File: src/arpms_consts.vh
`ifndef ARPMS_CONSTS_VH
`define ARPMS_CONSTS_VH

// ----------------------------------------------------------------
// Register byte offsets
// ----------------------------------------------------------------
`define ARPMS_OFS_CTRL 12'h000
`define ARPMS_OFS_STATUS 12'h004
`define ARPMS_OFS_RESULT 12'h008

// ----------------------------------------------------------------
// Control field positions and reset value
// ----------------------------------------------------------------
`define ARPMS_CTRL_BYTE_ORDER 0
`define ARPMS_CTRL_OUT_CODE 1
`define ARPMS_CTRL_SERIAL_PARALLEL_SELECT 2
`define ARPMS_CTRL_CLK_SRC 3
`define ARPMS_CTRL_RDC 4
`define ARPMS_CTRL_EDGE_INV 5
`define ARPMS_CTRL_WIDTH 6
`define ARPMS_CTRL_RESET 6'h02

// ----------------------------------------------------------------
// Status field positions
// ----------------------------------------------------------------
`define ARPMS_STAT_WORD_READY 0
`define ARPMS_STAT_SHIFTING 1
`define ARPMS_STAT_DIV_LO 4
`define ARPMS_STAT_LEVEL_LO 8

// ----------------------------------------------------------------
// Timing
// ----------------------------------------------------------------
`define ARPMS_PCLK_NS 50
`define ARPMS_SCLK_MIN_NS_0 30
`define ARPMS_SCLK_MIN_NS_1 60
`define ARPMS_SCLK_MIN_NS_2 120
`define ARPMS_SCLK_MIN_NS_3 240
`define ARPMS_HALF_CYC(ns) (((ns) + 2 * `ARPMS_PCLK_NS - 1) / (2 * `ARPMS_PCLK_NS))
`define ARPMS_RESULT_BITS 16
`define ARPMS_FIFO_DEPTH 4

`endif

File: src/arpms_top.v
`timescale 1ns/1ps
`default_nettype none
`include "arpms_consts.vh"

// Functional notes
// - Byte order high puts the low result byte on d[15:8], else on d[7:0].
// - Output code high presents results in straight binary.
// - Output code low inverts the result MSB for two's complement.
// - Serial/parallel low drives the whole data bus with the result.
// - Serial/parallel high uses some pins as serial port, keeps d[1:0] driven, rest hi-Z.
// - Data bits 0 and 1 are driven as outputs in every mode.
// - Pins 2 to 4 are result outputs only in parallel mode.
// - Serial master read-after-convert samples the divider on d[3:2].
// - Other serial modes keep d[3:2] as high-impedance.
// - Clock source low makes the block master driving the serial clock.
// - Clock source high shifts on an external clock gated by chip select.
// - Divider 00..11 gives serial periods of at least 30/60/120/240 ns.
// - Read-during-convert low waits for conversion end in master mode only, high does not.
// - Serial results are shifted out MSB first.
// - Edge invert low uses rising serial clock edges, high falling.
module arpms_top (
    input wire pclk,
    input wire presetn,
    input wire psel,
    input wire penable,
    input wire pwrite,
    input wire [11:0] paddr,
    input wire [31:0] pwdata,
    output reg [31:0] prdata,
    output reg pready,
    output reg pslverr,
    input wire [15:0] result_data,
    input wire result_valid,
    output wire result_ready,
    input wire conv_busy,
    input wire host_read_strobe,
    input wire cs_n,
    input wire [15:0] d_in,
    output reg [15:0] d_out,
    output reg [15:0] d_oe_n,
    output reg word_ready
);
    // ------------------------------------------------------------
    // Local constants
    // ------------------------------------------------------------
    localparam ST_IDLE = 1'b0;
    localparam ST_SHIFT = 1'b1;
    localparam SERIAL_RESULT_OUT_PIN = 8;
    localparam SCLK_PIN = 9;
    localparam DAISY_PIN = 7;
    localparam HALF_0 = `ARPMS_HALF_CYC(`ARPMS_SCLK_MIN_NS_0);
    localparam HALF_1 = `ARPMS_HALF_CYC(`ARPMS_SCLK_MIN_NS_1);
    localparam HALF_2 = `ARPMS_HALF_CYC(`ARPMS_SCLK_MIN_NS_2);
    localparam HALF_3 = `ARPMS_HALF_CYC(`ARPMS_SCLK_MIN_NS_3);
    localparam NBITS = `ARPMS_RESULT_BITS;

    // ------------------------------------------------------------
    // Functions
    // ------------------------------------------------------------
    function [15:0] fmt_word;
        input [15:0] w;
        input code;
        input swap;
        reg [15:0] c;
        begin
            c = {w[15] ^ ~code, w[14:0]};
            fmt_word = swap ? {c[7:0], c[15:8]} : c;
        end
    endfunction

    function [7:0] half_cycles;
        input [1:0] div;
        begin
            case (div)
                2'b00: half_cycles = HALF_0[7:0];
                2'b01: half_cycles = HALF_1[7:0];
                2'b10: half_cycles = HALF_2[7:0];
                2'b11: half_cycles = HALF_3[7:0];
                default: half_cycles = HALF_0[7:0];
            endcase
        end
    endfunction

    // ------------------------------------------------------------
    // Registers and wires
    // ------------------------------------------------------------
    reg [`ARPMS_CTRL_WIDTH-1:0] ctrl;
    reg [15:0] last_word;
    reg state;
    reg [15:0] shreg;
    reg [4:0] bit_cnt;
    reg [7:0] half_cnt;
    reg [1:0] div_sel;
    reg sclk_int;
    reg ext_sclk_prev;
    reg [15:0] next_d_out;
    reg [15:0] next_d_oe_n;
    reg [31:0] next_prdata;
    reg next_pslverr;

    wire [15:0] fifo_data;
    wire fifo_valid;
    wire [2:0] fifo_level;
    wire serial_mode;
    wire slave_mode;
    wire read_during_convert_select;
    wire edge_inv;
    wire master_rac;
    wire apb_access;
    wire apb_write;
    wire ser_start;
    wire par_pop;
    wire fifo_pop;
    wire [15:0] fmt_data;
    wire ext_active;
    wire half_done;

    assign serial_mode = ctrl[`ARPMS_CTRL_SERIAL_PARALLEL_SELECT];
    assign slave_mode = ctrl[`ARPMS_CTRL_CLK_SRC];
    assign read_during_convert_select = ctrl[`ARPMS_CTRL_RDC];
    assign edge_inv = ctrl[`ARPMS_CTRL_EDGE_INV];
    assign master_rac = serial_mode & ~slave_mode & ~read_during_convert_select;
    assign fmt_data = fmt_word(fifo_data, ctrl[`ARPMS_CTRL_OUT_CODE],
                               ctrl[`ARPMS_CTRL_BYTE_ORDER] & ~serial_mode);

    // ------------------------------------------------------------
    // Result FIFO
    // ------------------------------------------------------------
    arpms_fifo #(
        .WIDTH(16),
        .DEPTH(`ARPMS_FIFO_DEPTH),
        .AW(2)
    ) u_fifo (
        .clk(pclk),
        .rst_n(presetn),
        .in_data(result_data),
        .in_valid(result_valid),
        .in_ready(result_ready),
        .out_data(fifo_data),
        .out_valid(fifo_valid),
        .out_ready(fifo_pop),
        .level(fifo_level)
    );

    // Parallel: next word only once the host has taken the held one
    assign par_pop = ~serial_mode & fifo_valid &
                     (~word_ready | host_read_strobe);
    // Master read-after-convert waits for the conversion to finish
    assign ser_start = serial_mode & fifo_valid & (state == ST_IDLE) &
                       ~cs_n & (slave_mode | read_during_convert_select | ~conv_busy);
    assign fifo_pop = par_pop | ser_start;

    // ------------------------------------------------------------
    // APB slave
    // ------------------------------------------------------------
    // One wait state: answer comes on the second access cycle
    assign apb_access = psel & penable & pready;
    assign apb_write = apb_access & pwrite;

    always @* begin
        next_prdata = 32'h0000_0000;
        next_pslverr = 1'b0;
        case (paddr)
            `ARPMS_OFS_CTRL:
                next_prdata[`ARPMS_CTRL_WIDTH-1:0] = ctrl;
            `ARPMS_OFS_STATUS: begin
                next_prdata[`ARPMS_STAT_WORD_READY] = word_ready;
                next_prdata[`ARPMS_STAT_SHIFTING] = state;
                next_prdata[`ARPMS_STAT_DIV_LO+1:`ARPMS_STAT_DIV_LO] =
                    div_sel;
                next_prdata[`ARPMS_STAT_LEVEL_LO+2:`ARPMS_STAT_LEVEL_LO] =
                    fifo_level;
            end
            `ARPMS_OFS_RESULT:
                next_prdata[15:0] = last_word;
            default:
                next_pslverr = 1'b1;
        endcase
    end

    always @(posedge pclk or negedge presetn) begin
        if (!presetn) begin
            pready <= 1'b0;
            prdata <= 32'h0000_0000;
            pslverr <= 1'b0;
            ctrl <= `ARPMS_CTRL_RESET;
        end else begin
            pready <= psel & penable & ~pready;
            if (psel & penable & ~pready) begin
                prdata <= pwrite ? 32'h0000_0000 : next_prdata;
                pslverr <= next_pslverr |
                           (pwrite & (paddr != `ARPMS_OFS_CTRL) &
                            ~next_pslverr);
            end else begin
                prdata <= 32'h0000_0000;
                pslverr <= 1'b0;
            end
            // Mode change mid-shift is allowed but corrupts that word
            if (apb_write & (paddr == `ARPMS_OFS_CTRL))
                ctrl <= pwdata[`ARPMS_CTRL_WIDTH-1:0];
        end
    end

    // ------------------------------------------------------------
    // Parallel word holding
    // ------------------------------------------------------------
    always @(posedge pclk or negedge presetn) begin
        if (!presetn) begin
            word_ready <= 1'b0;
            last_word <= 16'h0000;
        end else begin
            if (fifo_pop)
                last_word <= fmt_data;
            // New word wins over the host's take in the same cycle
            if (par_pop)
                word_ready <= 1'b1;
            else if (host_read_strobe | serial_mode)
                word_ready <= 1'b0;
        end
    end

    // ------------------------------------------------------------
    // Serial shifter
    // ------------------------------------------------------------
    // External clock pin is taken as synchronous to pclk
    assign ext_active = edge_inv ? (ext_sclk_prev & ~d_in[SCLK_PIN])
                                 : (~ext_sclk_prev & d_in[SCLK_PIN]);
    assign half_done = (half_cnt == half_cycles(div_sel) - 8'h01);

    always @(posedge pclk or negedge presetn) begin
        if (!presetn) begin
            state <= ST_IDLE;
            shreg <= 16'h0000;
            bit_cnt <= 5'h00;
            half_cnt <= 8'h00;
            div_sel <= 2'b00;
            sclk_int <= 1'b0;
            ext_sclk_prev <= 1'b0;
        end else begin
            ext_sclk_prev <= d_in[SCLK_PIN];
            case (state)
                ST_IDLE: begin
                    sclk_int <= 1'b0;
                    half_cnt <= 8'h00;
                    bit_cnt <= 5'h00;
                    if (ser_start) begin
                        shreg <= fmt_data;
                        state <= ST_SHIFT;
                        // Divider only read in master read-after-convert
                        if (master_rac)
                            div_sel <= d_in[3:2];
                        else
                            div_sel <= 2'b00;
                    end
                end
                ST_SHIFT: begin
                    if (cs_n | ~serial_mode) begin
                        // Chip select gates the transfer; word is dropped
                        state <= ST_IDLE;
                    end else if (slave_mode) begin
                        if (ext_active) begin
                            shreg <= {shreg[14:0], d_in[DAISY_PIN]};
                            bit_cnt <= bit_cnt + 5'h01;
                            if (bit_cnt == NBITS[4:0] - 5'h01)
                                state <= ST_IDLE;
                        end
                    end else if (half_done) begin
                        half_cnt <= 8'h00;
                        sclk_int <= ~sclk_int;
                        if (~sclk_int) begin
                            bit_cnt <= bit_cnt + 5'h01;
                        end else begin
                            shreg <= {shreg[14:0], 1'b0};
                            if (bit_cnt == NBITS[4:0])
                                state <= ST_IDLE;
                        end
                    end else begin
                        half_cnt <= half_cnt + 8'h01;
                    end
                end
                default: state <= ST_IDLE;
            endcase
        end
    end

    // ------------------------------------------------------------
    // Pin drive
    // ------------------------------------------------------------
    always @* begin
        next_d_out = 16'h0000;
        next_d_oe_n = 16'hffff;
        if (~serial_mode) begin
            next_d_out = last_word;
            next_d_oe_n = 16'h0000;
        end else begin
            // Low bits keep the last word, never float
            next_d_out[1:0] = last_word[1:0];
            next_d_oe_n[1:0] = 2'b00;
            // d[3:2] divider inputs or hi-Z; d[7] daisy input, d[6:4] hi-Z
            next_d_oe_n[7:2] = 6'h3f;
            next_d_out[SERIAL_RESULT_OUT_PIN] = shreg[15];
            next_d_oe_n[SERIAL_RESULT_OUT_PIN] = 1'b0;
            if (~slave_mode) begin
                next_d_out[SCLK_PIN] = sclk_int ^ edge_inv;
                next_d_oe_n[SCLK_PIN] = 1'b0;
            end
        end
    end

    always @(posedge pclk or negedge presetn) begin
        if (!presetn) begin
            d_out <= 16'h0000;
            d_oe_n <= 16'hffff;
        end else begin
            d_out <= next_d_out;
            d_oe_n <= next_d_oe_n;
        end
    end
endmodule // arpms_top

`default_nettype wire

File: src/arpms_fifo.v
`timescale 1ns/1ps
`default_nettype none

module arpms_fifo #(
    parameter WIDTH = 16,
    parameter DEPTH = 4,
    parameter AW = 2
) (
    input wire clk,
    input wire rst_n,
    input wire [WIDTH-1:0] in_data,
    input wire in_valid,
    output reg in_ready,
    output wire [WIDTH-1:0] out_data,
    output wire out_valid,
    input wire out_ready,
    output wire [AW:0] level
);
    // ------------------------------------------------------------
    // Storage and pointers
    // ------------------------------------------------------------
    reg [WIDTH-1:0] mem [0:DEPTH-1];
    reg [AW-1:0] wptr;
    reg [AW-1:0] rptr;
    reg [AW:0] count;
    wire push;
    wire pop;
    reg [AW:0] next_count;

    assign push = in_valid & in_ready;
    assign pop = out_valid & out_ready;
    assign out_valid = (count != {(AW+1){1'b0}});
    assign out_data = mem[rptr];
    assign level = count;

    always @* begin
        next_count = count;
        if (push & ~pop)
            next_count = count + 1'b1;
        else if (pop & ~push)
            next_count = count - 1'b1;
    end

    // Ready is registered so the source sees a clean flop
    always @(posedge clk or negedge rst_n) begin
        if (!rst_n) begin
            wptr <= {AW{1'b0}};
            rptr <= {AW{1'b0}};
            count <= {(AW+1){1'b0}};
            in_ready <= 1'b0;
        end else begin
            count <= next_count;
            in_ready <= (next_count != DEPTH[AW:0]);
            if (push)
                wptr <= (wptr == DEPTH[AW-1:0] - 1'b1) ? {AW{1'b0}}
                                                       : wptr + 1'b1;
            if (pop)
                rptr <= (rptr == DEPTH[AW-1:0] - 1'b1) ? {AW{1'b0}}
                                                       : rptr + 1'b1;
        end
    end

    always @(posedge clk) begin
        if (push)
            mem[wptr] <= in_data;
    end
endmodule // arpms_fifo

`default_nettype wire

File: config.mk
export PLATFORM = sky130hd
export DESIGN_NAME = arpms_top
export DESIGN_NICKNAME = d
export VERILOG_FILES = /design/src/arpms_top.v /design/src/arpms_fifo.v
export VERILOG_INCLUDE_DIRS = /design/src
export SDC_FILE = /design/constraint.sdc
export NUM_CORES = 1
export LEC_CHECK = 0
export BUFFER_PORTS_ARGS = -buffer_cell sky130_fd_sc_hd__buf_2
export CAP_MARGIN = 20
export CORE_ASPECT_RATIO = 1.2
export CORE_MARGIN = 2
export CORE_UTILIZATION = 41
export CTS_CLUSTER_DIAMETER = 40
export DETAILED_ROUTE_END_ITERATION = 8
export GPL_TIMING_DRIVEN = 0
export HOLD_SLACK_MARGIN = 0.1
export PLACE_DENSITY = 0.69
export SYNTH_ARGS = -nofsm -noshare
export SYNTH_HDL_FRONTEND = slang
export SYNTH_SLANG_ARGS = --single-unit
File: constraint.sdc
create_clock -name pclk -period 2.5 [get_ports pclk]
set_input_delay 0.75 -clock pclk [delete_from_list [all_inputs] [get_ports pclk]]
set_output_delay 0.75 -clock pclk [all_outputs]
set_load 0.02 [all_outputs]
Word level (Yosys, flattened, before mapping)
Memory sizes are Yosys's and may differ from the RTL's.
Index checks and enable logic that the tools add are counted.
{ "op_classes": {"eq_ne": 19, "addsub": 7, "bitwise_logic": 45, "n_mux": 59, "n_reduce_logical": 12} }
{ "op_table": {"columns": ["op", "n"], "rows": [
  ["two-way mux 16 bit", 9],
  ["case mux 16 bit (2 select lines)", 1],
  ["two-way mux 5 bit", 6],
  ["two-way mux 8 bit", 3],
  ["case mux 8 bit (3 select lines)", 1],
  ["AND 1 bit", 22],
  ["two-way mux 1 bit", 20],
  ["two-way mux 6 bit", 3],
  ["case mux 8 bit (2 select lines)", 1],
  ["NOT 1 bit", 14],
  ["equality test 12 x 3 -> 1 bit (second input constant)", 1],
  ["equality test 12 x 4 -> 1 bit (second input constant)", 1],
  ["zero test 12 bit", 1],
  ["case mux 2 bit (3 select lines)", 2],
  ["nonzero test 12 bit", 1],
  ["two-way mux 10 bit", 1],
  ["two-way mux 2 bit", 5],
  ["case mux 5 bit (2 select lines)", 1],
  ["inequality test 3 x 2 -> 1 bit (second input constant)", 3],
  ["adder 8 x 1 -> 8 bit (second input constant)", 1],
  ["equality test 2 bit (second input constant)", 4],
  ["equality test 8 bit", 1],
  ["subtractor 8 x 1 -> 8 bit (second input constant)", 1],
  ["OR 1 bit", 7],
  ["24 further kinds", 32]
]} }
{ "totals": {"n_memories": 1, "elab_cells": 162, "register_bits": 131, "input_bits": 85, "out_inout_bits": 68, "mem_bits_rw": 64} }
{ "memory_table": {"columns": ["name", "words", "word_bits", "rd", "rd_clocked_by_memory_dff", "write_ports", "line", "source"], "rows": [
  ["u_fifo.mem", 4, 16, 1, 0, 1, "arpms_fifo.v:22", "reg [WIDTH-1:0] mem [0:DEPTH-1];"]
]} }

Logic depth before layout (Yosys ltp)
{ "logic_depth": {"depth_word": 11, "mapped_depth": 10, "mapped_depth_nobuf": 7} }

By module
Synthesis repeated with hierarchy kept, for this count alone.
{ "hier_totals": {"hier_cells": 547, "area_unflattened_um2": 7347.0} }
{ "by_module_without_submodules": {"columns": ["module", "seq_area_each_um2", "n_inst", "area_each_um2", "cells_each"], "rows": [
  ["arpms_top", 2357.3, 1, 4446.8, 409],
  ["arpms_fifo", 2122.0, 1, 2900.3, 138]
]} }

Worst setup path after synthesis
Ideal clock, no wire load.
{ "synth_timing": {"path_type": "input-to-reg", "start": "in cs_n", "end": "reg last_word[10]", "setup_time_ns": 0.125, "required_ns": 2.375, "path_slack_ns": 0.154, "path_buffers": 3, "cell_stages": 7, "t_arrival_ns": 2.221, "cell_sequence": "nand2b_1 > or4_4 > buf_6 > and2_4 > buf_6 > buf_8 > mux2_4"} }
{ "synth_between": {"elab_chain_len": 4} }
{ "synth_rtl": {"columns": ["element", "line", "source"], "rows": [
  ["start: declaration", "arpms_top.v:37", "input wire cs_n,"],
  ["NOT 1 bit", "arpms_top.v:150", "~cs_n & (slave_mode | read_during_convert_select | ~conv_busy);"],
  ["AND 1 bit", "arpms_top.v:149", "assign ser_start = serial_mode & fifo_valid & (state == ST_IDLE) &"],
  ["AND 1 bit", "arpms_top.v:150", null],
  ["OR 1 bit", "arpms_top.v:151", "assign fifo_pop = par_pop | ser_start;"],
  ["end signal: assignment", "arpms_top.v:213", "last_word <= fmt_data;"],
  ["end: declaration", "arpms_top.v:88", "reg [15:0] last_word;"]
]} }
No other way between the ends.
A chain may end at the register's enable or synchronous reset.

Final worst setup path
{ "layout_timing": {"start": "reg u_fifo.count[1], in the netlist u_fifo.level[1]", "end": "reg last_word[5]"} }
{ "layout_between": {"elab_chain_len": 6, "word_cells_on_any_way": 8, "cone_classes": "bitwise (7); reduce/logical (1)"} }
{ "layout_rtl": {"columns": ["element", "line", "source"], "rows": [
  ["start: declaration", "arpms_fifo.v:25", "reg [AW:0] count;"],
  ["start signal: assignment", "arpms_fifo.v:49", "count <= {(AW+1){1'b0}};"],
  ["start signal: assignment", "arpms_fifo.v:52", "count <= next_count;"],
  ["nonzero test 3 bit *", "arpms_fifo.v:32", "assign out_valid = (count != {(AW+1){1'b0}});"],
  ["AND 1 bit (3 in series)", "arpms_top.v:149", null],
  ["AND 1 bit", "arpms_top.v:150", null],
  ["OR 1 bit *", "arpms_top.v:151", null]
]} }
Mark *: on every way between the ends. The rest lies on a longest branch, timed or not.

==> out/metrics.cfg <==
[synthesis]
synthDistinctLibCells = 57
synth-warning-count = 0
syn_area_sq_mm = 0.00761
synth.top_cell.area_share = 0.322
synthCells = 605
synth_commonest_cells = dfrtp_1 (98), edfxtp_1 (64), nor2_1 (41)
yosysTopAreaCell = dfrtp_1
ys_top_cells_by_area = dfrtp_1 (32%), edfxtp_1 (25%), mux2_2 (5.0%)
synth-main-ff-cell = dfrtp_1
ys_ff_latch = 166
synth_seq_area_share = 0.589
synth.most_common_cell = dfrtp_1
synthArstFlopShare = 0.614
syn_avg_cell_area_sq_um = 12.6
synth_edf_count = 64

[timing]
rsz0062_at_grt = no
slew_headroom = 0.433
layout_setup_ws_ps = 104
fin_skew_ps = 11.5
tightest_slew_ps = 850
final_max_slew_viol_count = 0
fin_crit_sh = 0.958
hold_viol = 0
setup_viol = 0
period_minus_slack_ps = 2400
timing.fmax_mhz = 417
hold_ws_ps = 266

[clock_network]
cts-root-buf = clkbuf_16
cts_made_buffers = 17
worstSkewPairLatency_ps = 430
h-tree-depth = 4
clk_pin_slew_worst_paths_ps = 70
cts_hold_buf = 0
clk_path_buf_depth = 2
clock-sinks = 166
cts_tree = built

[detailed_routing]
drt_iter0_markers = 262
num_vias = 4974
antenna_left = 0
wl_met2_um = 7630
viasPerCell = 5.10
firstDrtPassIters = 4
wl_per_cell_um = 16.3
dr_wl_met3_um = 1030
finalWirelength_um = 15900
wl_met1_um = 6940
dr.max_layer_used = met4
drc = 0

[power_and_ir_drop]
power_leakage_nw = 4.06
p_per_area_mw_per_mm2 = 973
peakVddDrop_mv = 0.565

[critical_path]
ff2ff_setup_slack_ps = 100
reg2reg_depth = 9
critPathKind = flop to flop
crit_fanout = 10
end_kind = flop
crit_arrival_ps = 2710
startpoint_type = flop
r2r_end = last_word[5]
cp.required_ps = 2810
reg2reg_from = u_fifo.level[1]

[global_routing]
grt_usage = 0.168
antenna_found_initial = 0
grt_pass1_wl_um = 25400
gr-total-overflow = 0
grt_pass1_vias = 4917
grt_max_degree = 73

[cells_and_area]
drive_above_1_share = 0.314
fillers = 1604
antenna_cells = 0
syn_to_final_growth_pct = 18.8
fin_nets = 836

[floorplanning]
ios = 153
fp.dieH_um = 153
start_util = 0.419
die_width_um = 128
core_sq_mm = 0.0182
rows = 54
die_area_sq_mm = 0.0197

[placement]
routabilityCongestion = 0.781
pre_cts_ws_ps = -228
io_buffers = 97
hpwl_um = 11600

[outcome]
status = finished, final reports clean

[min_path]
hp-class = input pin to async pin

[job]
cap_violations = 0

==> registers in the layout, indices dropped and copies added (netlist names), 2 cells and up <==
name          flops
div_sel           2
d_oe_n            3
last_word        16
u_fifo.wptr       2
u_fifo.mem       64
half_cnt          8
ctrl              6
prdata           16
u_fifo.rptr       2
d_out            16
shreg            16
u_fifo.level      3
bit_cnt           5
==> cell families after synthesis <==
group / Yosys count / synth area share
simple gates: 166 / 0.114
mux: 77 / 0.119
flops: 166 / 0.589
buf+inv: 83 / 0.0612
compound gates: 90 / 0.0856
xor+xnor: 10 / 0.0115
fa+ha+maj: 12 / 0.0197
other cells: 1 / 0.000493
==> stage by stage <==
step	area, sq um	utilization	setup TNS [ps]	instances	power, mW
after floorplan	7670	-	0	621	5.54
after global placement	8440	0.464	-45300	942	6.22
after detailed placement	8470	0.466	-3780	943	6.30
after CTS	9040	0.497	0	975	8.85
after global routing	9040	0.498	0	976	9.27
final	9040	0.498	0	976	8.80
==> cell type report <==
cell class,count,area [sq um],area share
clock inverter,14,139,0.0154
multi-input combinational,372,2730,0.301
sequential,166,4480,0.496
tap,224,280,0.0310
timing repair buffer,99,523,0.0578
buffer,56,364,0.0403
inverter,27,101,0.0112
clock buffer,18,429,0.0474
==> how the worst max path moves through the flow <==
stage               cells past startpoint            start             to  slack [ps]
global route                            9  u_fifo.level[1]   last_word[5]          30
CTS                                     9  u_fifo.level[0]   last_word[5]          40
detailed placement                      6        paddr[11]        pslverr        -230
finish                                  9  u_fifo.level[1]   last_word[5]         100
global placement                        1          presetn      d_out[14]        -450
floorplan                               7             cs_n  last_word[10]         150
==> power breakdown <==
part | internal [mW] | leakage (nW) | switching [mW]
clock network | 1.40 | 0.278 | 1.14
logic | 1.20 | 1.95 | 1.41
registers | 3.38 | 1.83 | 0.275
==> cells in the final DEF, fill, tap and decap left out, types with 5 or more instances in the layout <==
master     instances
edfxtp_1          64
a22o_1            13
o31a_1            11
and3_1             8
and2_1            13
inv_6              7
o21ai_0           12
o22ai_1           15
clkbuf_16         17
buf_4             32
nand2_1           36
inv_1             27
nand3_1            9
buf_2            102
nor2b_1           17
ha_1              12
clkbuf_1          16
nand2b_1           5
mux2_2            34
a22oi_1            9
nor3_1            10
dfrtp_1           96
conb_1            17
a21oi_1           10
nor2_1            41
mux2_4            11
xnor2_1            6
mux2i_1           29
==> per-layer routing <==
metal | vias up | global-route usage
met3 | 23 | 0.0438
met5 | - | 0
met2 | 162 | 0.280
li1 | 2397 | -
met1 | 2392 | 0.205
met4 | 0 | 0.0712
==> timing repair <==
action,in CTS,in global routing
pin swaps,0,0
endpoints found under the setup margin,11,11
buffers inserted,0,1
gates resized for setup,1,1
==> critical path, stage by stage (launching register included) <==
cell	delay [ps]
dfrtp_2	420
inv_1	80
ha_1	190
nor2b_2	180
or4_4	520
buf_6	150
and2_4	150
buf_6	130
buf_8	150
mux2_4	300
No activity file was read; power rests on OpenSTA's default activity.
